$ cat src/rtl/irq_ctrl_pkg.sv
// constants shared by the interrupt controller and its helpers
// assumes one cpu clock domain that keeps running in idle
package irq_ctrl_pkg;

  localparam int NUM_SLOTS = 13;
  localparam int SLOT_W = 4;
  localparam int ADDR_W = 10;
  localparam int DATA_W = 32;
  localparam int VEC_W = 16;

  // register indices; the byte address is four times the index
  localparam logic [7:0] IDX_POWER = 8'h87;
  localparam logic [7:0] IDX_ENABLE_EXTRA = 8'ha7;
  localparam logic [7:0] IDX_ENABLE_MAIN = 8'ha8;
  localparam logic [7:0] IDX_LEVEL_EXTRA = 8'hb7;
  localparam logic [7:0] IDX_LEVEL_MAIN = 8'hb8;

  localparam logic [7:0] REG_RESET = 8'h00;
  localparam logic [7:0] ENABLE_MAIN_MASK = 8'hff;
  localparam logic [7:0] ENABLE_EXTRA_MASK = 8'hf2;
  localparam logic [7:0] LEVEL_MAIN_MASK = 8'h7f;
  localparam logic [7:0] LEVEL_EXTRA_MASK = 8'hf2;
  localparam logic [7:0] POWER_MASK = 8'h01;

  // bit positions, main registers
  localparam int BIT_GLOBAL = 7;
  localparam int BIT_DEBUG = 6;
  localparam int BIT_TIMER2 = 5;
  localparam int BIT_UART0 = 4;
  localparam int BIT_TIMER1 = 3;
  localparam int BIT_EXT1 = 2;
  localparam int BIT_TIMER0 = 1;
  localparam int BIT_EXT0 = 0;
  // bit positions, extra registers
  localparam int BIT_ADC = 7;
  localparam int BIT_SPI = 6;
  localparam int BIT_CARRAY = 5;
  localparam int BIT_UART1 = 4;
  localparam int BIT_I2C = 1;
  // bit position in power_control
  localparam int BIT_IDLE = 0;

  // slots in polling order, slot 0 highest
  localparam int SLOT_DEBUG = 0;
  localparam int SLOT_EXT0 = 1;
  localparam int SLOT_TIMER0 = 2;
  localparam int SLOT_EXT1 = 3;
  localparam int SLOT_TIMER1 = 4;
  localparam int SLOT_UART0 = 5;
  localparam int SLOT_TIMER2 = 6;
  localparam int SLOT_SPI = 7;
  localparam int SLOT_RSVD = 8;
  localparam int SLOT_I2C = 9;
  localparam int SLOT_ADC = 10;
  localparam int SLOT_CARRAY = 11;
  localparam int SLOT_UART1 = 12;

  localparam logic [VEC_W-1:0] VEC_DEBUG = 16'h0063;
  localparam logic [VEC_W-1:0] VEC_EXT0 = 16'h0003;
  localparam logic [VEC_W-1:0] VEC_TIMER0 = 16'h000b;
  localparam logic [VEC_W-1:0] VEC_EXT1 = 16'h0013;
  localparam logic [VEC_W-1:0] VEC_TIMER1 = 16'h001b;
  localparam logic [VEC_W-1:0] VEC_UART0 = 16'h0023;
  localparam logic [VEC_W-1:0] VEC_TIMER2 = 16'h002b;
  localparam logic [VEC_W-1:0] VEC_SPI = 16'h0053;
  localparam logic [VEC_W-1:0] VEC_RSVD = 16'h0033;
  localparam logic [VEC_W-1:0] VEC_I2C = 16'h0043;
  localparam logic [VEC_W-1:0] VEC_ADC = 16'h003b;
  localparam logic [VEC_W-1:0] VEC_CARRAY = 16'h005b;
  localparam logic [VEC_W-1:0] VEC_UART1 = 16'h004b;

  localparam logic [7:0] BUS_IDLE_BYTE = 8'hff;
  localparam int RESTART_MACHINE_CYCLES = 3;
  localparam int CLOCKS_PER_MACHINE_CYCLE = 4;

  typedef enum logic [1:0] {
    RUN,
    IDLE,
    RESTART
  } power_state_e;

  function automatic logic [VEC_W-1:0] slot_vector(
    input logic [SLOT_W-1:0] slot
  );
    case (slot)
      4'h0: slot_vector = VEC_DEBUG;
      4'h1: slot_vector = VEC_EXT0;
      4'h2: slot_vector = VEC_TIMER0;
      4'h3: slot_vector = VEC_EXT1;
      4'h4: slot_vector = VEC_TIMER1;
      4'h5: slot_vector = VEC_UART0;
      4'h6: slot_vector = VEC_TIMER2;
      4'h7: slot_vector = VEC_SPI;
      4'h8: slot_vector = VEC_RSVD;
      4'h9: slot_vector = VEC_I2C;
      4'ha: slot_vector = VEC_ADC;
      4'hb: slot_vector = VEC_CARRAY;
      default: slot_vector = VEC_UART1;
    endcase
  endfunction

endpackage

$ cat src/rtl/idle_bus_drive.sv
// external bus drive: passes the core's bus, parks it while idle
// assumes the core's bus signals are on the same clock
module idle_bus_drive
  import irq_ctrl_pkg::*;
(
  input wire logic clock,
  input wire logic rst_n,
  input wire logic clk_en,
  input wire logic idle,
  input wire logic cpu_ale,
  input wire logic cpu_program_store_strobe_n_n,
  input wire logic cpu_rd_n,
  input wire logic cpu_wr_n,
  input wire logic [7:0] cpu_ad_lo,
  input wire logic cpu_ad_lo_oe,
  input wire logic [7:0] cpu_addr_hi,
  output logic ale,
  output logic program_store_strobe_n,
  output logic rd_n,
  output logic wr_n,
  output logic [7:0] ad_lo_out,
  output logic ad_lo_oe,
  output logic [7:0] addr_hi
);

  always_ff @(posedge clock) begin
    if (!rst_n) begin
      ale <= 1'b0;
      program_store_strobe_n <= 1'b1;
      rd_n <= 1'b1;
      wr_n <= 1'b1;
      ad_lo_out <= BUS_IDLE_BYTE;
      ad_lo_oe <= 1'b0;
      addr_hi <= BUS_IDLE_BYTE;
    end else if (clk_en) begin
      if (idle) begin
        ale <= 1'b0;
        program_store_strobe_n <= 1'b1;
        rd_n <= 1'b1;
        wr_n <= 1'b1;
        ad_lo_out <= BUS_IDLE_BYTE;
        ad_lo_oe <= 1'b1;
        addr_hi <= BUS_IDLE_BYTE;
      end else begin
        ale <= cpu_ale;
        program_store_strobe_n <= cpu_program_store_strobe_n_n;
        rd_n <= cpu_rd_n;
        wr_n <= cpu_wr_n;
        ad_lo_out <= cpu_ad_lo;
        ad_lo_oe <= cpu_ad_lo_oe;
        addr_hi <= cpu_addr_hi;
      end
    end
  end

endmodule

$ cat src/rtl/irq_controller_idle_wake.sv
// interrupt controller with idle mode and wake-up for an 8-bit core
// assumes requests come from peripherals on other clocks (synchronised
// here) and that ack and return strobes come from the core's clock
//
// Operation
// one enable bit per source
// global enable off blocks every acknowledge
// debug first in polling, vector 0063
// ext0, timer0, ext1 follow in order
// timer1, uart0, timer2 pair follow next
// spi, reserved slot, then i2c follow
// adc, counter array, uart1 close the order
// main enable register bit layout
// extra enable register bit layout
// main level register bit layout
// extra level register bit layout
// high preempts low, nothing preempts high
// higher level first, then polling order
// idle halts core, state kept intact
// peripherals keep running during idle
// ports and listed peripherals stay active
// idle parks external bus at fixed levels
// enabled interrupt clears idle and wakes
// external reset held two machine cycles
// internal reset restarts after three cycles
// request, vector, in-service until return
// enable and level registers reset zero
module irq_controller_idle_wake
  import irq_ctrl_pkg::*;
#(
  parameter int CLOCKS_PER_MC = CLOCKS_PER_MACHINE_CYCLE
)
(
  input wire logic clock,
  input wire logic rst_n,
  input wire logic clk_en,
  input wire logic [ADDR_W-1:0] address,
  input wire logic read,
  input wire logic write,
  input wire logic [DATA_W-1:0] writedata,
  input wire logic [3:0] byteenable,
  output logic [DATA_W-1:0] readdata,
  output logic waitrequest,
  input wire logic [NUM_SLOTS-1:0] src_req,
  output logic irq_req,
  output logic [VEC_W-1:0] irq_vector,
  output logic irq_level,
  input wire logic irq_ack,
  input wire logic return_from_irq,
  input wire logic internal_reset,
  output logic cpu_halt,
  output logic cpu_restart_hold,
  output logic peripheral_run,
  input wire logic cpu_ale,
  input wire logic cpu_program_store_strobe_n_n,
  input wire logic cpu_rd_n,
  input wire logic cpu_wr_n,
  input wire logic [7:0] cpu_ad_lo,
  input wire logic cpu_ad_lo_oe,
  input wire logic [7:0] cpu_addr_hi,
  output logic ale,
  output logic program_store_strobe_n,
  output logic rd_n,
  output logic wr_n,
  output logic [7:0] ad_lo_out,
  output logic ad_lo_oe,
  output logic [7:0] addr_hi
);

  localparam int RESTART_CLOCKS = RESTART_MACHINE_CYCLES * CLOCKS_PER_MC;
  localparam int CNT_W = $clog2(RESTART_CLOCKS + 1);
  localparam logic [CNT_W-1:0] RESTART_LAST = CNT_W'(RESTART_CLOCKS - 1);

  logic [7:0] irq_enable_main_reg;
  logic [7:0] irq_enable_extra_reg;
  logic [7:0] irq_level_main_reg;
  logic [7:0] irq_level_extra_reg;
  logic [7:0] power_control_reg;

  logic [NUM_SLOTS-1:0] req_meta_reg;
  logic [NUM_SLOTS-1:0] req_sync_reg;

  logic [1:0] in_service_reg; // bit 1 high level, bit 0 low level
  logic ack_reg;
  logic [DATA_W-1:0] readdata_reg;

  power_state_e state_reg;
  logic [CNT_W-1:0] restart_cnt_reg;

  logic [7:0] reg_index;
  logic access;
  logic wr_take;
  logic rd_take;
  logic [NUM_SLOTS-1:0] slot_enable;
  logic [NUM_SLOTS-1:0] slot_level;
  logic [NUM_SLOTS-1:0] pending;
  logic allow_high;
  logic allow_low;
  logic pick_found;
  logic [SLOT_W-1:0] pick_slot;
  logic pick_level;
  logic wake;
  logic idle_clear;

  // bus decode; one wait cycle gives a registered answer
  assign reg_index = address[ADDR_W-1:2];
  assign access = read | write;
  assign waitrequest = access & ~(ack_reg & clk_en);
  assign wr_take = write & ~read & ack_reg & byteenable[0] & clk_en;
  assign rd_take = read & ~write & ~ack_reg & clk_en;
  assign readdata = readdata_reg;

  function automatic logic [7:0] masked_write(
    input logic [7:0] data,
    input logic [7:0] mask
  );
    masked_write = data & mask;
  endfunction

  // the ack toggles off after one cycle so back-to-back accesses each wait
  always_ff @(posedge clock) begin
    if (!rst_n) begin
      ack_reg <= 1'b0;
    end else if (clk_en) begin
      ack_reg <= access & ~ack_reg;
    end
  end

  always_ff @(posedge clock) begin
    if (!rst_n) begin
      readdata_reg <= '0;
    end else if (rd_take) begin
      case (reg_index)
        IDX_ENABLE_MAIN: readdata_reg <= {24'h000000, irq_enable_main_reg};
        IDX_ENABLE_EXTRA: readdata_reg <= {24'h000000, irq_enable_extra_reg};
        IDX_LEVEL_MAIN: readdata_reg <= {24'h000000, irq_level_main_reg};
        IDX_LEVEL_EXTRA: readdata_reg <= {24'h000000, irq_level_extra_reg};
        IDX_POWER: readdata_reg <= {24'h000000, power_control_reg};
        default: readdata_reg <= '0;
      endcase
    end
  end

  // reserved bits are masked so they read zero
  always_ff @(posedge clock) begin
    if (!rst_n) begin
      irq_enable_main_reg <= REG_RESET;
      irq_enable_extra_reg <= REG_RESET;
    end else if (wr_take) begin
      if (reg_index == IDX_ENABLE_MAIN) begin
        irq_enable_main_reg <=
          masked_write(writedata[7:0], ENABLE_MAIN_MASK);
      end
      if (reg_index == IDX_ENABLE_EXTRA) begin
        irq_enable_extra_reg <=
          masked_write(writedata[7:0], ENABLE_EXTRA_MASK);
      end
    end
  end

  always_ff @(posedge clock) begin
    if (!rst_n) begin
      irq_level_main_reg <= REG_RESET;
      irq_level_extra_reg <= REG_RESET;
    end else if (wr_take) begin
      if (reg_index == IDX_LEVEL_MAIN) begin
        irq_level_main_reg <=
          masked_write(writedata[7:0], LEVEL_MAIN_MASK);
      end
      if (reg_index == IDX_LEVEL_EXTRA) begin
        irq_level_extra_reg <=
          masked_write(writedata[7:0], LEVEL_EXTRA_MASK);
      end
    end
  end

  // peripheral flags live on the oscillator clock, so synchronise
  always_ff @(posedge clock) begin
    if (!rst_n) begin
      req_meta_reg <= '0;
      req_sync_reg <= '0;
    end else if (clk_en) begin
      req_meta_reg <= src_req;
      req_sync_reg <= req_meta_reg;
    end
  end

  // map register bits onto slots in polling order
  always_comb begin
    slot_enable = '0;
    slot_level = '0;
    slot_enable[SLOT_DEBUG] = irq_enable_main_reg[BIT_DEBUG];
    slot_enable[SLOT_EXT0] = irq_enable_main_reg[BIT_EXT0];
    slot_enable[SLOT_TIMER0] = irq_enable_main_reg[BIT_TIMER0];
    slot_enable[SLOT_EXT1] = irq_enable_main_reg[BIT_EXT1];
    slot_enable[SLOT_TIMER1] = irq_enable_main_reg[BIT_TIMER1];
    slot_enable[SLOT_UART0] = irq_enable_main_reg[BIT_UART0];
    slot_enable[SLOT_TIMER2] = irq_enable_main_reg[BIT_TIMER2];
    slot_enable[SLOT_SPI] = irq_enable_extra_reg[BIT_SPI];
    slot_enable[SLOT_RSVD] = 1'b0;
    slot_enable[SLOT_I2C] = irq_enable_extra_reg[BIT_I2C];
    slot_enable[SLOT_ADC] = irq_enable_extra_reg[BIT_ADC];
    slot_enable[SLOT_CARRAY] = irq_enable_extra_reg[BIT_CARRAY];
    slot_enable[SLOT_UART1] = irq_enable_extra_reg[BIT_UART1];
    slot_level[SLOT_DEBUG] = irq_level_main_reg[BIT_DEBUG];
    slot_level[SLOT_EXT0] = irq_level_main_reg[BIT_EXT0];
    slot_level[SLOT_TIMER0] = irq_level_main_reg[BIT_TIMER0];
    slot_level[SLOT_EXT1] = irq_level_main_reg[BIT_EXT1];
    slot_level[SLOT_TIMER1] = irq_level_main_reg[BIT_TIMER1];
    slot_level[SLOT_UART0] = irq_level_main_reg[BIT_UART0];
    slot_level[SLOT_TIMER2] = irq_level_main_reg[BIT_TIMER2];
    slot_level[SLOT_SPI] = irq_level_extra_reg[BIT_SPI];
    slot_level[SLOT_I2C] = irq_level_extra_reg[BIT_I2C];
    slot_level[SLOT_ADC] = irq_level_extra_reg[BIT_ADC];
    slot_level[SLOT_CARRAY] = irq_level_extra_reg[BIT_CARRAY];
    slot_level[SLOT_UART1] = irq_level_extra_reg[BIT_UART1];
  end

  // per-source enable gated by the global enable
  assign pending = req_sync_reg & slot_enable
    & {NUM_SLOTS{irq_enable_main_reg[BIT_GLOBAL]}};

  // a high routine blocks all; a low routine admits only high requests
  assign allow_high = ~in_service_reg[1];
  assign allow_low = ~in_service_reg[1] & ~in_service_reg[0];

  irq_pick u_pick (
    .pending(pending),
    .level(slot_level),
    .allow_high(allow_high),
    .allow_low(allow_low),
    .found(pick_found),
    .slot(pick_slot),
    .slot_level(pick_level)
  );

  // request is withheld from the second restart cycle on so the core is not interrupted
  // before it has come out of reset
  always_ff @(posedge clock) begin
    if (!rst_n) begin
      irq_req <= 1'b0;
      irq_vector <= '0;
      irq_level <= 1'b0;
    end else if (clk_en) begin
      if (irq_ack) begin
        irq_req <= 1'b0;
      end else begin
        irq_req <= pick_found & (state_reg != RESTART);
        irq_vector <= slot_vector(pick_slot);
        irq_level <= pick_level;
      end
    end
  end

  // ack latches the level shown; return clears the most recent level
  always_ff @(posedge clock) begin
    if (!rst_n) begin
      in_service_reg <= 2'b00;
    end else if (clk_en) begin
      if (return_from_irq) begin
        if (in_service_reg[1]) begin
          in_service_reg[1] <= 1'b0;
        end else begin
          in_service_reg[0] <= 1'b0;
        end
      end
      if (irq_ack && irq_req) begin
        in_service_reg[irq_level] <= 1'b1;
      end
    end
  end

  // any enabled request wakes, preemption does not matter here
  assign wake = |pending;
  assign idle_clear = wake | internal_reset;

  // hardware clear beats a software set in the same cycle, so a
  // write that enters idle with a request pending falls straight through
  always_ff @(posedge clock) begin
    if (!rst_n) begin
      power_control_reg <= REG_RESET;
    end else if (clk_en) begin
      if (idle_clear) begin
        power_control_reg[BIT_IDLE] <= 1'b0;
      end else if (wr_take && reg_index == IDX_POWER) begin
        power_control_reg <= masked_write(writedata[7:0], POWER_MASK);
      end
    end
  end

  always_ff @(posedge clock) begin
    if (!rst_n) begin
      state_reg <= RUN;
      restart_cnt_reg <= '0;
    end else if (clk_en) begin
      case (state_reg)
        RUN: begin
          if (internal_reset) begin
            state_reg <= RESTART;
            restart_cnt_reg <= '0;
          end else if (power_control_reg[BIT_IDLE]) begin
            state_reg <= IDLE;
          end
        end
        IDLE: begin
          if (internal_reset) begin
            state_reg <= RESTART;
            restart_cnt_reg <= '0;
          end else if (!power_control_reg[BIT_IDLE]) begin
            state_reg <= RUN;
          end
        end
        RESTART: begin
          if (restart_cnt_reg == RESTART_LAST) begin
            state_reg <= RUN;
          end else begin
            restart_cnt_reg <= restart_cnt_reg + 1'b1;
          end
        end
        default: state_reg <= RUN;
      endcase
    end
  end

  // the core halts with its state frozen; it keeps all its own registers
  assign cpu_halt = (state_reg == IDLE);
  assign cpu_restart_hold = (state_reg == RESTART);

  // peripherals and port latches are stopped by this block only from reset until the first clk_en
  always_ff @(posedge clock) begin
    if (!rst_n) begin
      peripheral_run <= 1'b0;
    end else if (clk_en) begin
      peripheral_run <= 1'b1;
    end
  end

  idle_bus_drive u_bus (
    .clock(clock),
    .rst_n(rst_n),
    .clk_en(clk_en),
    .idle(cpu_halt),
    .cpu_ale(cpu_ale),
    .cpu_program_store_strobe_n_n(cpu_program_store_strobe_n_n),
    .cpu_rd_n(cpu_rd_n),
    .cpu_wr_n(cpu_wr_n),
    .cpu_ad_lo(cpu_ad_lo),
    .cpu_ad_lo_oe(cpu_ad_lo_oe),
    .cpu_addr_hi(cpu_addr_hi),
    .ale(ale),
    .program_store_strobe_n(program_store_strobe_n),
    .rd_n(rd_n),
    .wr_n(wr_n),
    .ad_lo_out(ad_lo_out),
    .ad_lo_oe(ad_lo_oe),
    .addr_hi(addr_hi)
  );

endmodule

$ cat src/rtl/irq_pick.sv
// picks the winning request: level first, then polling order
// assumes pending and level vectors are already in slot order
module irq_pick
  import irq_ctrl_pkg::*;
(
  input wire logic [NUM_SLOTS-1:0] pending,
  input wire logic [NUM_SLOTS-1:0] level,
  input wire logic allow_high,
  input wire logic allow_low,
  output logic found,
  output logic [SLOT_W-1:0] slot,
  output logic slot_level
);

  // lowest set bit is the earliest slot in the polling order
  function automatic logic [SLOT_W-1:0] first_set(
    input logic [NUM_SLOTS-1:0] v
  );
    first_set = '0;
    for (int i = NUM_SLOTS - 1; i >= 0; i--) begin
      if (v[i]) begin
        first_set = SLOT_W'(i);
      end
    end
  endfunction

  logic [NUM_SLOTS-1:0] high_req;
  logic [NUM_SLOTS-1:0] low_req;

  always_comb begin
    high_req = pending & level & {NUM_SLOTS{allow_high}};
    low_req = pending & ~level & {NUM_SLOTS{allow_low}};
    found = 1'b0;
    slot = '0;
    slot_level = 1'b0;
    if (|high_req) begin
      found = 1'b1;
      slot = first_set(high_req);
      slot_level = 1'b1;
    end else if (|low_req) begin
      found = 1'b1;
      slot = first_set(low_req);
    end
  end

endmodule

$ cat config.mk
export PLATFORM = sky130hd
export DESIGN_NAME = irq_controller_idle_wake
export DESIGN_NICKNAME = d
export VERILOG_FILES = /design/src/rtl/irq_ctrl_pkg.sv /design/src/rtl/idle_bus_drive.sv /design/src/rtl/irq_controller_idle_wake.sv /design/src/rtl/irq_pick.sv
export SDC_FILE = /design/constraint.sdc
export NUM_CORES = 1
export LEC_CHECK = 0
export ABC_AREA = 1
export BUFFER_PORTS_ARGS = -buffer_cell sky130_fd_sc_hd__buf_2
export CELL_PAD_IN_SITES_DETAIL_PLACEMENT = 1
export CELL_PAD_IN_SITES_GLOBAL_PLACEMENT = 2
export CORE_MARGIN = 5
export CORE_UTILIZATION = 24
export DETAILED_ROUTE_END_ITERATION = 12
export PLACE_DENSITY = 0.81
export SYNTH_ARGS = -nofsm -noshare
export SYNTH_HDL_FRONTEND = slang
export SYNTH_SLANG_ARGS = --single-unit
export TNS_END_PERCENT = 20
$ cat constraint.sdc
create_clock -name clock -period 2.1 [get_ports clock]
set_input_delay 0 -clock clock [delete_from_list [all_inputs] [get_ports clock]]
set_output_delay 0 -clock clock [all_outputs]
set_load 0.05 [all_outputs]
==> summary.md <==
| Metric | Value |
|---|---|
| Clock root buffer | `clkbuf_16` |
| Unrepaired setup endpoints after global routing | `yes` |
| Crit path to | `irq_vector[5]$_SDFFE_PN0P_` |
| Critical path arrival | `2.51 ns` |
| First-pass GRT wire length | `26300 um` |
| CTS tree | `yes` |
| Antenna Cells | `0` |
| Pre-antenna DRT Iters | `4` |
| Die area | `0.0226 mm2` |
| Min-Delay Path Class | `input port to register` |
| Final min period | `2.27 ns` |
| H-tree depth | `3` |
| Fmax | `0.440 GHz` |
| CTS max path bufs | `2` |
| Vias in the first global route | `5162` |
| GRT Overall Usage | `14.7%` |
| Maxcap violations | `0` |
| Critical Path Sink Type | `register` |
| Synth cell types | `40` |
| Final Cycle Share | `108%` |
| Synth area leader | `dfxtp_1` |
| # nets final | `966` |
| Commonest non-fill, non-tap cell in the layout | `nand2_1` |
| Final Total Pwr | `4.24 mW` |
| Register area share after synthesis | `40.6%` |
| Status | `complete, but fails checks` |
| YS warnings | `0` |
| CP Launch Point | `irq_enable_main_reg[7]$_SDFFE_PN0P_` |
| Syn-to-layout area delta | `47.4%` |
| Vias | `4998` |
| Skew-Pair Late Insertion Delay | `0.35 ns` |
| Num rows | `51` |
| Layout cells sized above 1 | `32.0%` |
| Post-route ant nets | `0` |
| Clock Skew | `0.00504 ns` |
| Maximum vdd drop | `0.363 mV` |
| Most frequent cells in the layout | `nand2_1 (111), buf_2 (98), nor2_1 (93), dfxtp_1 (93), buf_4 (75)` |
| Drt initial violations | `224` |
| Critical path type | `register to register` |
| Syn Std Cell Area | `0.00473 mm2` |
| Core area | `0.0195 mm2` |
| P per Cell Area | `608 mW/mm2` |
| Final Max Tran Viols | `0` |
| Routed vias/inst | `4.38` |
| CTS Buf Count | `9` |
| I/O Pins | `163` |
| Worst r2r dst | `irq_vector[5]$_SDFFE_PN0P_` |
| Die Ht | `150 um` |
| Crit-path max FO | `5` |
| Top cell type's share of synthesized area | `40.6%` |
| LEAKAGE | `3.08 nW` |
| Avg Cell Area, Syn | `7.09 um2` |
| CTS Sinks | `96` |
| Post-synthesis cell count | `667` |
| Post-DP HPWL | `11800 um` |
| Rel. slew slack | `54.9%` |
| Largest net degree at the start of global routing | `70` |
| Initial core utilization | `24.3%` |
| Worst Setup Start Kind | `register` |
| Worst-path clk slew | `0.07 ns` |
| R2r startpoint | `irq_enable_main_reg[7]$_SDFFE_PN0P_` |
| Initial antenna violation count | `1` |
| Worst slew pin tran | `0.676 ns` |
| Die X | `150 um` |
| Setup slack after layout | `-0.174 ns` |
| Drt total wl | `16700 um` |
| Synth area leaders | `dfxtp_1 (41%), nand2_1 (10%), nor2_1 (8.6%)` |
| Final Hold Violating Endpoints | `0` |
| GPL Wtd Cong | `0.857` |
| DRC Markers | `0` |
| Register-to-Register Path Depth | `19` |
| Worst R2R Setup Slack | `-0.17 ns` |
| Critical path required time | `2.34 ns` |
| Synthesized flop and latch total | `96` |
| Grt total ovfl | `0` |
| Failing checks | `setup timing` |
| Setup violators final | `5` |
| DR WL/cell | `14.6 um` |
| Dpl ws | `-0.355 ns` |
| Port Buffer Count | `98` |
[power by group]
part	switching [mW]	internal [mW]	leakage, nW
combinational	0.476	0.183	2.15
sequential	0.0467	1.89	0.788
clock	0.700	0.944	0.141
total	1.22	3.02	3.08
[Yosys cell counts (all sizes together)]
cell type  number
o21ai          60
o221a           1
ha              5
inv            54
nor3            5
buf            39
conb            1
a211oi          8
nor4            4
nand4           7
nand2         135
a21oi          47
nand3b          1
nand3          28
o2111ai         3
clkinv          2
o31ai           1
and2            2
o22ai          23
nor2          118
xor2            1
o21bai          1
o211ai          1
and3            1
dfxtp          96
or2             2
clkbuf         21
[critical path, cell delays in order, from the launching register on]
cell and delay (ns):
dfxtp_2 0.33, buf_6 0.14, nand2_2 0.07, nor2_4 0.04, buf_6 0.12, nand3_4 0.07, nand2_4 0.07, nor2_4 0.14
nand2_4 0.08, nor2_8 0.13, nand2_2 0.06, nor2_2 0.11, nand2_2 0.08, nand2_4 0.10, ha_4 0.22, nand3_4 0.07
nand3_2 0.06, and2_1 0.13, nand2_1 0.07, a21oi_2 0.05
[area by class of cell]
| class | instances | area (um2) |
|---|---|---|
| fillers | 2420 | 12500 |
| multi-input cells | 488 | 2650 |
| flip-flops and latches | 96 | 1930 |
| repair buffers | 222 | 1560 |
| well taps | 265 | 332 |
| clock buffers | 11 | 243 |
| inverters | 56 | 220 |
| clock inverters | 3 | 43.8 |
[how the worst min path moves through the flow]
stage	slack, ns	cells past startpoint	to	start
2_1_floorplan	0.13	2	u_bus.ad_lo_out[0]$_SDFFE_PN1P_	cpu_ad_lo[0]
3_3_place_gp	0.21	3	u_bus.addr_hi[2]$_SDFFE_PN1P_	cpu_addr_hi[2]
3_5_place_dp	0.22	3	u_bus.ad_lo_out[2]$_SDFFE_PN1P_	cpu_ad_lo[2]
4_1_cts	0.0005	3	irq_enable_extra_reg[6]$_SDFFE_PN0P_	writedata[6]
5_1_grt	0.02	3	irq_level_extra_reg[6]$_SDFFE_PN0P_	writedata[6]
6_report	0.01	3	irq_level_main_reg[6]$_SDFFE_PN0P_	writedata[6]
[timing repair]
item	CTS	global route
hold buffers	43	0
setup buffers	14	6
pin swaps	18	24
hold endpoints to repair	51	0
gates resized for setup	54	33
setup endpoints to repair	4	5
gates cloned	0	0
[metrics by stage]
stage | util [%] | hold slack (ns) | instances | TNS, ns | area, um2
final | 35.8 | 0.0105 | 1141 | -0.729 | 6970
after CTS | 35.0 | 0.000460 | 1135 | -0.471 | 6810
after floorplan | - | 0.131 | 700 | -0.0522 | 4860
after detailed placement | 29.7 | 0.219 | 1064 | -1.20 | 5780
after global routing | 35.8 | 0.0216 | 1141 | -1.42 | 6970
after global placement | 29.7 | 0.214 | 1064 | -1.05 | 5780
[cell families (layout without fill, tap and decap cells)]
| logic type | count (synthesis) | after routing | share of synthesized area, % |
|---|---|---|---|
| AOI/OAI and AO/OA | 145 | 145 | 17.1 |
| DFF | 96 | 96 | 40.6 |
| other | 1 | 34 | 0.0793 |
| buffers and inverters | 116 | 292 | 12.3 |
| and+or+nand+nor | 303 | 303 | 28.5 |
| adders and majority gates | 5 | 5 | 1.32 |
| xor gates and xnor gates | 1 | 1 | 0.185 |
[routing by layer]
layer	part of all wire, %	track usage [%]	routed length (um)
met5	0.042	0	7
met4	2.0	4.89	340
met3	4.4	2.83	735
met2	49	25.3	8230
met1	44	18.4	7370
No activity file was read; power rests on OpenSTA's default activity.
